## src/pgsc_pkg.sv

```systemverilog
// Purpose: shared constants for the power-good, clock lock and stack block
// Assumes: 200 MHz core clock, switching rate set by a divider
// Notes: command codes are the management bus command bytes
package pgsc_pkg;
    // command codes
    localparam logic [7:0] PGSC_CMD_GOOD = 8'he3;
    localparam logic [7:0] PGSC_CMD_LOCK = 8'he4;
    localparam logic [7:0] PGSC_CMD_STACK = 8'hec;
    // power_good_control fields
    localparam int PGSC_ASSERT_MSB = 15;
    localparam int PGSC_ASSERT_LSB = 12;
    localparam int PGSC_RELEASE_MSB = 11;
    localparam int PGSC_RELEASE_LSB = 8;
    localparam int PGSC_MASK_MSB = 7;
    localparam logic [15:0] PGSC_GOOD_RESET = 16'h0000;
    // clock_lock_control fields
    localparam int PGSC_DIR_MSB = 7;
    localparam int PGSC_DIR_LSB = 6;
    localparam int PGSC_EDGE_BIT = 5;
    localparam int PGSC_FILL_MSB = 4;
    localparam logic [4:0] PGSC_FILL_VALUE = 5'h10;
    localparam logic [7:0] PGSC_LOCK_RESET = 8'h10;
    // phase_stack_control fields
    localparam int PGSC_STOP_MSB = 3;
    localparam logic [3:0] PGSC_STOP_MAX = 4'h3;
    localparam logic [3:0] PGSC_STOP_RESET = 4'h0;
    // timing: switching rate and core clock
    localparam int PGSC_CLK_KHZ = 200000;
    localparam int PGSC_SW_KHZ = 500;
    localparam int PGSC_SW_CYCLES = PGSC_CLK_KHZ / PGSC_SW_KHZ;
    // slowed oscillator runs at 70 percent of nominal
    localparam int PGSC_SLOW_PCT = 70;
    localparam int PGSC_SLOW_CYCLES = (PGSC_SW_CYCLES * 100) / PGSC_SLOW_PCT;
    // auto-detect window in switching periods and 75 percent edge threshold
    localparam int PGSC_DET_PERIODS = 4;
    localparam int PGSC_DET_EDGES = (PGSC_DET_PERIODS * 75 + 99) / 100;
    // clock direction codes
    typedef enum logic [1:0] {
        PGSC_DIR_OFF = 2'b00,
        PGSC_DIR_DRIVE = 2'b01,
        PGSC_DIR_FOLLOW = 2'b10,
        PGSC_DIR_AUTO = 2'b11
    } pgsc_dir_t;
endpackage

```

## src/pgsc_core.sv

```systemverilog
// Purpose: power-good masking and delays, clock lock direction, stack size
// Assumes: events and phase flags come from logic on clk_i; sync pin is async
// Notes: registers reached by command code, write and read strobes
// What this block does
// - assert-low delay: code 0 one period, else 2^N+1
// - release delay, same encoding, separate code
// - eight mask bits; 1 blocks event
// - power-good low when disabled or sequencing/fault
// - ramp-down or fault shutdown bypasses assert delay
// - any unmasked fault counts unless response continues
// - assert and release timers run independently
// - direction: off, drive, follow, auto-detect
// - edge bit 0 falling, 1 rising
// - bad clock lock write flags invalid data
// - auto-detect: high or toggling follows, low drives
// - follow-to-drive under sync fault runs 70 percent
// - stack upper byte and start address read zero
// - stack stop codes 0 to 3 valid only
// - bad stack write flags invalid data
// - stack writes only while conversion disabled
`timescale 1ns/1ps
`default_nettype none
module pgsc_core
    import pgsc_pkg::*;
#(
    parameter int SW_CYCLES = PGSC_SW_CYCLES,
    parameter int SLOW_CYCLES = PGSC_SLOW_CYCLES,
    parameter logic [15:0] GOOD_RESET = PGSC_GOOD_RESET,
    parameter logic [7:0] LOCK_RESET = PGSC_LOCK_RESET,
    parameter logic [3:0] STOP_RESET = PGSC_STOP_RESET
)
(
    input wire logic clk_i,
    input wire logic srst_i,
    // command port from the management bus engine
    input wire logic cmd_wr_i,
    input wire logic cmd_rd_i,
    input wire logic [7:0] cmd_code_i,
    input wire logic [15:0] cmd_wdata_i,
    output logic [15:0] rd_data_o,
    output logic rd_valid_o,
    output logic invalid_data_o,
    // converter state
    input wire logic conv_en_i,
    input wire logic turn_on_wait_i,
    input wire logic turn_on_ramp_i,
    input wire logic turn_off_ramp_i,
    input wire logic fault_shutdown_i,
    input wire logic sync_fault_i,
    input wire logic [7:0] event_i,
    input wire logic [7:0] continue_i,
    // power good and sync pin
    output logic power_good_output_o,
    input wire logic sync_pin_i,
    output logic sync_out_o,
    output logic sync_oe_n_o,
    output logic sw_tick_o,
    output logic follow_o
);
    logic [15:0] good_reg; // power_good_control
    logic [7:0] lock_reg; // clock_lock_control
    logic [3:0] stack_last_addr; // phase_stack_control low nibble
    logic sync_m; // first sync stage, read only by sync_s
    logic sync_s; // synchronised pin level
    logic sync_d; // delayed copy for edges
    logic pin_edge; // selected edge of the pin
    logic [15:0] div_cnt; // internal oscillator divider
    logic osc_tick; // internal period pulse
    logic slow_osc; // oscillator slowed to 70 percent
    logic det_busy; // auto-detect window running
    logic det_follow; // auto-detect decision
    logic [3:0] det_periods; // periods left in the window
    logic [3:0] det_edges; // edges seen in the window
    logic conv_d; // conversion enable, previous cycle
    logic follow_eff; // follow the pin this cycle
    logic drive_eff; // drive the pin this cycle
    logic follow_d; // follow_eff, previous cycle
    logic tick; // switching period pulse
    logic [7:0] live; // unmasked, counted events
    logic any_bad; // at least one live event
    logic forced_low; // sequencing or fault holds power good low
    logic bypass; // drop at once without delay
    logic assert_done;
    logic release_done;
    logic next_invalid;
    logic wr_lock_ok;
    logic wr_stack_ok;
    logic [15:0] div_top;

    // pin synchroniser; logic uses the second stage and its delayed copy, not the first
    always_ff @(posedge clk_i)
    begin
        if (srst_i)
        begin
            sync_m <= 1'b0;
            sync_s <= 1'b0;
            sync_d <= 1'b0;
        end
        else
        begin
            sync_m <= sync_pin_i;
            sync_s <= sync_m;
            sync_d <= sync_s;
        end
    end

    // edge bit picks rising or falling edge of the pin
    always_comb
    begin
        if (lock_reg[PGSC_EDGE_BIT])
            pin_edge = sync_s && !sync_d;
        else
            pin_edge = !sync_s && sync_d;
    end

    // direction decode; auto uses the detected result
    always_comb
    begin
        follow_eff = 1'b0;
        drive_eff = 1'b0;
        case (pgsc_dir_t'(lock_reg[PGSC_DIR_MSB:PGSC_DIR_LSB]))
            PGSC_DIR_OFF:
                follow_eff = 1'b0;
            PGSC_DIR_DRIVE:
                drive_eff = 1'b1;
            PGSC_DIR_FOLLOW:
                follow_eff = 1'b1;
            PGSC_DIR_AUTO:
            begin
                // pin is left alone while the detection window runs
                follow_eff = det_follow && !det_busy;
                drive_eff = !det_follow && !det_busy;
            end
            default:
                follow_eff = 1'b0;
        endcase
    end

    // a follower switched to drive under a sync fault runs slow
    always_ff @(posedge clk_i)
    begin
        if (srst_i)
        begin
            slow_osc <= 1'b0;
            follow_d <= 1'b0;
        end
        else
        begin
            follow_d <= follow_eff;
            if (follow_d && drive_eff && conv_en_i && sync_fault_i)
                slow_osc <= 1'b1;
            else if (!conv_en_i || !sync_fault_i)
                slow_osc <= 1'b0;
        end
    end

    assign div_top = slow_osc ? 16'(SLOW_CYCLES - 1) : 16'(SW_CYCLES - 1);
    assign osc_tick = (div_cnt == 16'h0000);

    // internal oscillator: one pulse per period, drives the pin in drive mode
    always_ff @(posedge clk_i)
    begin
        if (srst_i)
            div_cnt <= 16'h0000;
        else if (osc_tick || div_cnt > div_top)
            div_cnt <= div_top;
        else
            div_cnt <= div_cnt - 16'h0001;
    end

    // switching period source: pin edge when following
    assign tick = follow_eff ? pin_edge : osc_tick;

    // auto-detect sampled when conversion is enabled
    always_ff @(posedge clk_i)
    begin
        if (srst_i)
        begin
            conv_d <= 1'b0;
            det_busy <= 1'b0;
            det_follow <= 1'b0;
            det_periods <= 4'h0;
            det_edges <= 4'h0;
        end
        else
        begin
            conv_d <= conv_en_i;
            if (conv_en_i && !conv_d && lock_reg[PGSC_DIR_MSB:PGSC_DIR_LSB] == PGSC_DIR_AUTO)
            begin
                det_busy <= 1'b1;
                det_periods <= 4'(PGSC_DET_PERIODS);
                det_edges <= 4'h0;
            end
            else if (det_busy)
            begin
                if (pin_edge && det_edges != 4'hf)
                    det_edges <= det_edges + 4'h1;
                if (osc_tick)
                begin
                    det_periods <= det_periods - 4'h1;
                    if (det_periods == 4'h1)
                    begin
                        // a high pin or enough edges means a master is present
                        det_busy <= 1'b0;
                        det_follow <= sync_s || det_edges >= 4'(PGSC_DET_EDGES);
                    end
                end
            end
        end
    end

    // drive the pin: high for the first half of each period, enable low
    always_ff @(posedge clk_i)
    begin
        if (srst_i)
        begin
            sync_out_o <= 1'b0;
            sync_oe_n_o <= 1'b1;
            sw_tick_o <= 1'b0;
            follow_o <= 1'b0;
        end
        else
        begin
            sync_oe_n_o <= !drive_eff;
            sync_out_o <= drive_eff && (div_cnt > (div_top >> 1));
            sw_tick_o <= tick;
            follow_o <= follow_eff;
        end
    end

    // mask and response filter on the events
    assign live = event_i & ~good_reg[PGSC_MASK_MSB:0] & ~continue_i;
    assign any_bad = |live;
    assign forced_low = !conv_en_i || turn_on_wait_i || turn_on_ramp_i
        || turn_off_ramp_i || fault_shutdown_i;
    assign bypass = turn_off_ramp_i || fault_shutdown_i;

    // the two delays are armed separately
    pgsc_delay_timer u_assert_timer (
        .clk_i(clk_i),
        .srst_i(srst_i),
        .tick_i(tick),
        .arm_i(any_bad && !forced_low),
        .code_i(good_reg[PGSC_ASSERT_MSB:PGSC_ASSERT_LSB]),
        .done_o(assert_done)
    );

    pgsc_delay_timer u_release_timer (
        .clk_i(clk_i),
        .srst_i(srst_i),
        .tick_i(tick),
        .arm_i(!any_bad && !forced_low),
        .code_i(good_reg[PGSC_RELEASE_MSB:PGSC_RELEASE_LSB]),
        .done_o(release_done)
    );

    // power good: forced low at once, else moved only by a finished timer
    always_ff @(posedge clk_i)
    begin
        if (srst_i)
            power_good_output_o <= 1'b0;
        else if (forced_low || bypass)
            power_good_output_o <= 1'b0;
        else if (power_good_output_o && assert_done)
            power_good_output_o <= 1'b0;
        else if (!power_good_output_o && release_done)
            power_good_output_o <= 1'b1;
    end

    // write checks: clock lock fill must be 10000b, stack code 0 to 3
    assign wr_lock_ok = cmd_wdata_i[PGSC_FILL_MSB:0] == PGSC_FILL_VALUE
        && cmd_wdata_i[15:8] == 8'h00;
    assign wr_stack_ok = cmd_wdata_i[15:4] == 12'h000
        && cmd_wdata_i[PGSC_STOP_MSB:0] <= PGSC_STOP_MAX;

    // register writes; conversion enable makes the power-good and stack words read-only, clock lock stays writable
    always_ff @(posedge clk_i)
    begin
        if (srst_i)
        begin
            good_reg <= GOOD_RESET;
            lock_reg <= LOCK_RESET;
            stack_last_addr <= STOP_RESET;
        end
        else if (cmd_wr_i)
        begin
            if (cmd_code_i == PGSC_CMD_GOOD && !conv_en_i)
                good_reg <= cmd_wdata_i;
            if (cmd_code_i == PGSC_CMD_LOCK && wr_lock_ok)
                lock_reg <= cmd_wdata_i[7:0];
            if (cmd_code_i == PGSC_CMD_STACK && wr_stack_ok && !conv_en_i)
                stack_last_addr <= cmd_wdata_i[PGSC_STOP_MSB:0];
        end
    end

    // invalid data report for rejected writes
    always_comb
    begin
        next_invalid = 1'b0;
        if (cmd_wr_i)
        begin
            case (cmd_code_i)
                PGSC_CMD_GOOD:
                    next_invalid = conv_en_i;
                PGSC_CMD_LOCK:
                    next_invalid = !wr_lock_ok;
                PGSC_CMD_STACK:
                    next_invalid = !wr_stack_ok || conv_en_i;
                default:
                    next_invalid = 1'b0;
            endcase
        end
    end

    // one-cycle flag toward the status logic that alerts the host
    always_ff @(posedge clk_i)
    begin
        if (srst_i)
            invalid_data_o <= 1'b0;
        else
            invalid_data_o <= next_invalid;
    end

    // read path: answer one cycle after the strobe, unknown codes read zero
    always_ff @(posedge clk_i)
    begin
        if (srst_i)
        begin
            rd_data_o <= 16'h0000;
            rd_valid_o <= 1'b0;
        end
        else
        begin
            rd_valid_o <= cmd_rd_i;
            if (cmd_rd_i)
            begin
                case (cmd_code_i)
                    PGSC_CMD_GOOD:
                        rd_data_o <= good_reg;
                    PGSC_CMD_LOCK:
                        rd_data_o <= {8'h00, lock_reg};
                    PGSC_CMD_STACK:
                        rd_data_o <= {12'h000, stack_last_addr};
                    default:
                        rd_data_o <= 16'h0000;
                endcase
            end
        end
    end
endmodule
`default_nettype wire

```

## src/pgsc_delay_timer.sv

```systemverilog
// Purpose: one power-good delay timer counted in switching periods
// Assumes: tick_i is a one-cycle switching period pulse
// Notes: code 0 gives one period, code n gives 2^n+1 periods
`timescale 1ns/1ps
`default_nettype none
module pgsc_delay_timer
    import pgsc_pkg::*;
(
    input wire logic clk_i,
    input wire logic srst_i,
    input wire logic tick_i,
    input wire logic arm_i,
    input wire logic [3:0] code_i,
    output logic done_o
);
    logic [16:0] count; // periods seen while armed
    logic [16:0] target; // terminal count from the code

    // decode the 4-bit code into a period count
    always_comb
    begin
        if (code_i == 4'h0)
            target = 17'h00001;
        else
            target = (17'h00001 << code_i) + 17'h00001;
    end

    // count while armed, restart as soon as the condition drops
    always_ff @(posedge clk_i)
    begin
        if (srst_i || !arm_i)
        begin
            count <= 17'h00000;
            done_o <= 1'b0;
        end
        else if (tick_i && !done_o)
        begin
            count <= count + 17'h00001;
            done_o <= (count + 17'h00001) >= target;
        end
    end
endmodule
`default_nettype wire

```

## config.mk

```make
export PLATFORM = sky130hd
export DESIGN_NAME = pgsc_core
export DESIGN_NICKNAME = d
export VERILOG_FILES = /design/src/pgsc_pkg.sv /design/src/pgsc_core.sv /design/src/pgsc_delay_timer.sv
export SDC_FILE = /design/constraint.sdc
export NUM_CORES = 1
export LEC_CHECK = 0
export ABC_AREA = 0
export BUFFER_PORTS_ARGS = -buffer_cell sky130_fd_sc_hd__clkbuf_2
export CAP_MARGIN = 20
export CORE_MARGIN = 1.5
export CORE_UTILIZATION = 45
export DETAILED_ROUTE_END_ITERATION = 10
export GPL_TIMING_DRIVEN = 0
export HOLD_SLACK_MARGIN = 0.02
export PLACE_DENSITY_LB_ADDON = 0.3
export SYNTH_ARGS = -nofsm -noshare
export SYNTH_HDL_FRONTEND = slang
export SYNTH_SLANG_ARGS = --single-unit
```

## constraint.sdc

```tcl
create_clock -name clk_i -period 3.2 [get_ports clk_i]
set_input_delay 0.32 -clock clk_i [delete_from_list [all_inputs] [get_ports clk_i]]
set_output_delay 0.32 -clock clk_i [all_outputs]
set_load 0.02 [all_outputs]
```

# Yosys cells after proc, flatten, opt, wreduce, memory -nomap -nowiden
# Index checks and enable logic that the tools add are counted.
# classes
n_mux	19
eq_ne	9
n_bitwise	6
n_addsub	7
n_shift	2
order_cmp	6
reduce_logical	71
# ops
operator	count
17-bit by 1-bit adder with 17-bit output, second input constant	4
16-bit one-hot mux with 3 select lines	1
17-bit greater-or-equal comparator	2
17-bit 2-to-1 mux	2
1-bit by 4-bit left shift with 17-bit output, first input constant	2
8-bit equality test, second input constant	3
1-bit logical AND	23
1-bit zero test	17
8-bit AND	2
16-bit by 10-bit greater-than comparator with 1-bit output	1
16-bit by 9-bit greater-than comparator with 1-bit output	1
16-bit zero test	1
16-bit 2-to-1 mux	1
8-bit inverter	2
16-bit by 1-bit subtractor with 16-bit output, second input constant	1
12-bit zero test	1
1-bit logical OR	12
2-bit AND reduction	6
10-bit 2-to-1 mux	1
3-bit 2-to-1 mux	3
4-bit zero test	2
8-bit zero test	1
1-bit 2-to-1 mux	8
8-bit OR reduction	1
16 further kinds	22
# totals
regBits	118
in_bits	51
output_inout_bits	23
word_cells	146

# Depth between registers and ports, before layout
# Gate-level depths: netlist of the first run.
# depth
word_depth	9
mapped_depth	11
ltp_nobuf	11

# Modules after synthesis
# From an unflattened synthesis of the first run, not the netlist that was laid out.
# hier_totals
cells_unflattened	842
area_unflattened_um2	6965.4
# by_module_without_submodules
module	seq_area_each_um2	n_inst	cells_each	area_each_um2
pgsc_core	1641.6	1	436	3819.9
pgsc_delay_timer	360.3	2	203	1572.8

# Least setup slack after synthesis of the first run
# OpenSTA, ideal clock, no wires.
# synth_timing
kind	register -> register
from	register u_release_timer.count[0]
to	register u_release_timer.done_o
arrival_ns	2.374
stages_incl_launch_ff	11
setup_ns	0.145
path_buffers	0
path_slack_ns	0.681
t_required_ns	3.055
period_less_slack_ns	2.519
cell_sequence	dfxtp_1 > ha_1 > nand3_1 > nor4_1 > nand3_1 > xnor2_1 > ha_1 > nand4_1 > nor2_1 > a2111oi_0 > a221oi_1
# synth_via
elab_chain_cells	2
# synth_lines
item	line	source
start: declaration	pgsc_delay_timer.sv:16	logic [16:0] count;
start signal: assignment	pgsc_delay_timer.sv:38	count <= count + 17'h00001;
17-bit by 1-bit adder with 17-bit output	pgsc_delay_timer.sv:39	done_o <= (count + 17'h00001) >= target;
17-bit greater-or-equal comparator	pgsc_delay_timer.sv:39	
end signal: assignment	pgsc_delay_timer.sv:39	
end: declaration	pgsc_delay_timer.sv:14	output logic done_o
# Every way passes these cells.
# A chain may end at the register's enable or synchronous reset.

# Worst setup path in the final report of the first run
# layout_timing
from	register u_release_timer.count[4]
to	register u_release_timer.done_o
# The elaborated chain is that of the path after synthesis.

==> results_dict.tcl, run 1 <==
set metrics [dict create \
    crit_path_end_kind "flip-flop" \
    fin_skew_ns 0.00657 \
    post_cts_buffers 0 \
    synthArstFlopShare 0 \
    grt_max_degree 17 \
    synthDistinctLibCells 64 \
    hold_path_class "input port to flip-flop" \
    status "finished, final reports clean" \
    wl_met3_um 814 \
    core_area_um2 14700 \
    cts_tree "yes" \
    r2r-start "u_release_timer.count[4]" \
    wl_met2_um 7760 \
    clock_sinks 118 \
    drt_iter0_markers 409 \
    worst_pin_slew_ns 0.955 \
    avgSynthCellArea_um2 8.66 \
    reg_top3 "u_assert_timer.count: 17 flops, u_release_timer.count: 17 flops" \
    r2r_slack_ns 0.21 \
    whs_ns 0.0971 \
    ant_nets 0 \
    max-clock-path-buffers 2 \
    grt_usage 0.227 \
    wire_per_inst_um 15.8 \
    worstSetupPathType "flip-flop to flip-flop" \
    final_nets 992 \
    grt_pass1_vias 5763 \
    drt-pass1-iter-count 5 \
    crit_fanout 8 \
    drive_gt1_frac 0.144 \
    routabilityCongestion 0.838 \
    holdPathEnd "sync_m" \
    min_from "sync_pin_i" \
    dp_hpwl_um 12500 \
    row_count 44 \
    num_vias 6160 \
    path_delay_family "simple AND/OR/NAND/NOR gates" \
    grt_overflow_total 0 \
    cap_violations 0 \
    portBuffers 73 \
    area_delta_synth_final_pct 18.9 \
    io_pins 74 \
    crit_buf_inv 0 \
    dp.cells 1052 \
    start_kind "flip-flop" \
    path_cells "nand4_1 > nor4_4 > nand3_1 > xnor2_1 > ha_1 > a21oi_1 > nor2b_1 > a2111oi_0 > a221oi_1" \
    leakage_nw 3.09 \
    clkLatencyLatePin_ns 0.43 \
    cp.arrival_ns 3.28 \
    grt_pass1_wl_um 29000 \
    cts_made_buffers 17 \
    irDropWorstVdd_mv 0.364 \
    num_antenna_cells 0 \
    cts_resized 0 \
    synthFlopType "dfxtp_1" \
    crit_slowest_cell "nor4_4" \
    met1_length_um 8150 \
    cp.depth 9 \
    drc 0 \
    n_fill_cell 1339 \
    ff_latch_area_um2 2360 \
    yosys_warnings 0 \
    dieArea_um2 16000 \
    finalWirelength_um 17100 \
    r2r_cells 9 \
    setup_violations 0 \
    finalHoldViolations 0 \
    slowest_delay_ns 0.48 \
    die_y_um 126 \
    p_per_area_nw_per_um2 462 \
    antenna_found_initial 0 \
    fin_cells 1085 \
    topRoutingLayerUsed "met4" \
    vias_per_cell 5.68 \
    min_path_cells 2 \
    final_core_util 0.554 \
    reg2reg_to "u_release_timer.done_o" \
    tns_ns 0 \
    h-tree-depth 4 \
    post-route-period-util 0.934 \
    synth_edf_count 0 \
    multi_input_area_um2 4300 \
    cp.required_ns 3.49 \
    syn_area_um2 6840 \
    postSynthCellCount 790 \
    power.total_w 0.00376 \
    max_freq_mhz 335 \
    drv_slew 0 \
    start_util 0.466 \
    cts_hold_buf 0 \
    clk_pin_slew_ns 0.06 \
    fp.dieW_um 126 \
    cts.root.buffer_cell "clkbuf_16" \
    ys_seq_area_frac 0.345 \
    finalCriticalPeriod_ns 2.99 \
    synth-seq-cells 118 \
    relSlewSlack 0.355 \
]
layout make-up:
cell class              instances  share of cell area
plain buffers                  38              0.0194
clock buffers                  20              0.0549
clock inverters                12              0.0246
inverters                      18             0.00830
multi-input cells             621               0.529
flip-flops and latches        118               0.290
well taps                     184              0.0283
repair buffers                 74              0.0458
synth_stat cells, types with 12 or more instances:
master | count | share of area
or4_1 | 29 | 0.032
mux2i_1 | 30 | 0.044
nand4_1 | 16 | 0.015
nand2_1 | 33 | 0.018
inv_1 | 18 | 0.0099
dfxtp_1 | 118 | 0.35
nor2_1 | 72 | 0.039
nand2b_1 | 12 | 0.011
clkbuf_1 | 33 | 0.018
xnor2_1 | 33 | 0.042
ha_1 | 53 | 0.097
nor2b_1 | 35 | 0.032
nor3_1 | 15 | 0.011
nand3_1 | 51 | 0.037
a21oi_1 | 63 | 0.046
o21ai_0 | 16 | 0.012
o31ai_1 | 25 | 0.027
logic make-up (layout without fill, tap and decap cells):
group / after synthesis / in the layout / synth area share
AND/OR/NAND/NOR: 332 / 332 / 0.277
AO/OA/AOI/OAI: 153 / 153 / 0.143
flip-flops: 118 / 118 / 0.345
buffers and inverters: 56 / 162 / 0.0329
adder cells (fa/ha/maj): 53 / 53 / 0.0969
XOR/XNOR: 42 / 42 / 0.0538
multiplexers: 34 / 34 / 0.0508
other: 2 / 7 / 0.00110
worst reg2reg max path, stage by stage (launching register included):
cell and delay (ns):
dfxtp_1 0.43, nand4_1 0.39, nor4_4 0.49, nand3_1 0.22, xnor2_1 0.28, ha_1 0.30, a21oi_1 0.16, nor2b_1 0.07
a2111oi_0 0.39, a221oi_1 0.13
report_power, final:
group          internal [W]  switching [W]  leakage [nW]
sequential          0.00148      0.0000108         0.955
combinational     0.0000615      0.0000884          1.83
clock               0.00140       0.000721         0.307
cell usage in the layout, fill, tap and decap left out, types with 33 or more instances in the layout:
master,instances
nor2b_1,35
nand2_1,33
clkbuf_2,75
nand3_1,51
ha_1,53
clkbuf_1,35
dfxtp_1,118
a21oi_1,63
xnor2_1,33
nor2_1,72
stage by stage:
stage                     instance area [µm²]  setup slack (ns)
after floorplan                          6860             0.681
after CTS                                8100            0.0796
final                                    8140             0.212
after detailed placement                 7460             0.164
after global placement                   7460             0.170
after global routing                     8140          -0.00951
metal layers:
layer / GRT usage / vias up
met5: 0 / -
met4: 0.0947 / 0
met3: 0.0464 / 30
met2: 0.356 / 157
met1: 0.306 / 2869
li1: - / 3104
how the worst max path moves through the flow:
stage	from	to
2_1_floorplan	u_release_timer.count[0]	u_release_timer.done_o
3_3_place_gp	u_release_timer.count[4]	u_release_timer.done_o
3_5_place_dp	u_release_timer.count[4]	u_release_timer.done_o
4_1_cts	u_release_timer.count[4]	u_release_timer.done_o
5_1_grt	u_assert_timer.count[0]	u_assert_timer.done_o
6_report	u_release_timer.count[4]	u_release_timer.done_o
(Power assumes the default switching activity.)
==> run 2, diff against run 1 <==
REMOVE_ABC_BUFFERS = 1   (was default)
==> run 2 against run 1 <==
Compared with the run above:
- wire length decreased by 7.5%
- first-iteration DRC count decreased by 17%
- critical path depth unchanged
- register-to-register slack improved by 0.12 ns
- largest cell class unchanged
- non-clock buffer count decreased by 34
- largest power group unchanged
- flip-flop and latch count unchanged
- worst hold slack improved by 0.020 ns
- highest routed layer unchanged
==> results_dict.tcl, run 2 (synthesis results as in run 1) <==
set metrics [dict create \
    cp.required_ns 3.47 \
    row_count 44 \
    dieArea_um2 16000 \
    clkLatencyLatePin_ns 0.42 \
    worst_pin_slew_ns 0.946 \
    status "finished, final reports clean" \
    drv_slew 0 \
    crit_path_end_kind "flip-flop" \
    routabilityCongestion 0.825 \
    min_from "sync_pin_i" \
    cts.root.buffer_cell "clkbuf_16" \
    grt_pass1_wl_um 26900 \
    cpMostUsedCell "nand4_1" \
    grt_overflow_total 0 \
    h-tree-depth 4 \
    start_util 0.466 \
    post_cts_buffers 0 \
    io_pins 74 \
    r2r-start "u_release_timer.count[4]" \
    core_area_um2 14700 \
    final_cell_mix "dfxtp_1, clkbuf_2, nor2_1" \
    portBuffers 73 \
    dp_hpwl_um 11300 \
    reg_top3 "u_assert_timer.count: 17 flops, u_release_timer.count: 17 flops" \
    multi_input_area_um2 4320 \
    path_cells "nand4_1 > nor4_2 > nand3_1 > xnor2_1 > ha_1 > nand4_1 > nor2_1 > a2111oi_0 > a221oi_1" \
    ant_nets 0 \
    max_freq_mhz 348 \
    cp.arrival_ns 3.14 \
    clock_sinks 118 \
    drc 0 \
    num_antenna_cells 0 \
    slowest_delay_ns 0.55 \
    finalWirelength_um 15800 \
    clk_pin_slew_ns 0.05 \
    post-route-period-util 0.897 \
    ff_latch_area_um2 2360 \
    final_nets 958 \
    tns_ns 0 \
    grt_max_degree 47 \
    wire_per_inst_um 15.0 \
    relSlewSlack 0.360 \
    crit_fanout 8 \
    n_fill_cell 1399 \
    p_per_area_nw_per_um2 421 \
    worstSetupPathType "flip-flop to flip-flop" \
    cts_made_buffers 17 \
    drive_gt1_frac 0.145 \
    cts_resized 0 \
    cts_tree "yes" \
    whs_ns 0.117 \
    antenna_found_initial 0 \
    cap_violations 0 \
    fin_skew_ns 0.00542 \
    finalHoldViolations 0 \
    cts_hold_buf 0 \
    irDropWorstVdd_mv 0.421 \
    start_kind "flip-flop" \
    grt_usage 0.207 \
    drt-pass1-iter-count 5 \
    hold_path_class "input port to flip-flop" \
    grt_pass1_vias 5571 \
    leakage_nw 3.03 \
    layout_commonest_cell "dfxtp_1" \
    drt_iter0_markers 339 \
    die_y_um 126 \
    setup_violations 0 \
    fp.dieW_um 126 \
    startpoint "u_release_timer.count[4]" \
    max-clock-path-buffers 2 \
    area_delta_synth_final_pct 16.4 \
    num_vias 5919 \
    crit_slowest_cell "nor4_2" \
    vias_per_cell 5.63 \
    finalCriticalPeriod_ns 2.87 \
]
[run 2: worst max-delay path, delay by kind of cell, from the launching register on]
kind	cells	cell delay (ns)
flip-flops	1	0.42
AND/OR/NAND/NOR	5	1.33
adder cells (fa/ha/maj)	1	0.26
XOR/XNOR	1	0.20
AO/OA/AOI/OAI	2	0.50
[run 2: path summary, 6_finish.rpt]
kind | to | slack [ns] | depth (start not counted)
max | u_release_timer.done_o | 0.33 | 9
min | sync_m | 0.12 | 2
max reg2reg | u_release_timer.done_o | 0.33 | 9
min reg2reg | sync_s | 0.45 | 1
[run 2: power by group]
group / internal [W] / total [W] / switching [W]
combinational: 0.0000607 / 0.000146 / 0.0000849
sequential: 0.00148 / 0.00149 / 0.0000107
clock: 0.00105 / 0.00172 / 0.000670
[run 2: layout make-up]
| cell class | count | share of cell area |
|---|---|---|
| Clock buffer | 25 | 0.0609 |
| Clock inverter | 7 | 0.00597 |
| Inverter | 18 | 0.00848 |
| Multi-Input combinational cell | 621 | 0.542 |
| Sequential cell | 118 | 0.297 |
| Tap cell | 184 | 0.0289 |
| Timing Repair Buffer | 78 | 0.0572 |
[run 2: routing by layer]
layer | global-route usage | share of wire | up-vias
li1 | - | - | 3039
met1 | 0.279 | 0.49 | 2748
met2 | 0.333 | 0.45 | 118
met3 | 0.0388 | 0.040 | 14
met4 | 0.0744 | 0.013 | 0
met5 | 0 | 0 | -
[run 2: stage by stage]
| step | worst slack (ns) | utilization | area [µm²] | total power, W | std cells |
|---|---|---|---|---|---|
| after floorplan | 0.569 | - | 6700 | 0.00159 | 757 |
| after global placement | -0.156 | 0.497 | 7300 | 0.00166 | 1014 |
| after detailed placement | 0.163 | 0.502 | 7380 | 0.00167 | 1018 |
| after CTS | 0.143 | 0.538 | 7910 | 0.00339 | 1050 |
| after global routing | -0.0389 | 0.542 | 7970 | 0.00346 | 1051 |
| final | 0.330 | 0.542 | 7970 | 0.00335 | 1051 |
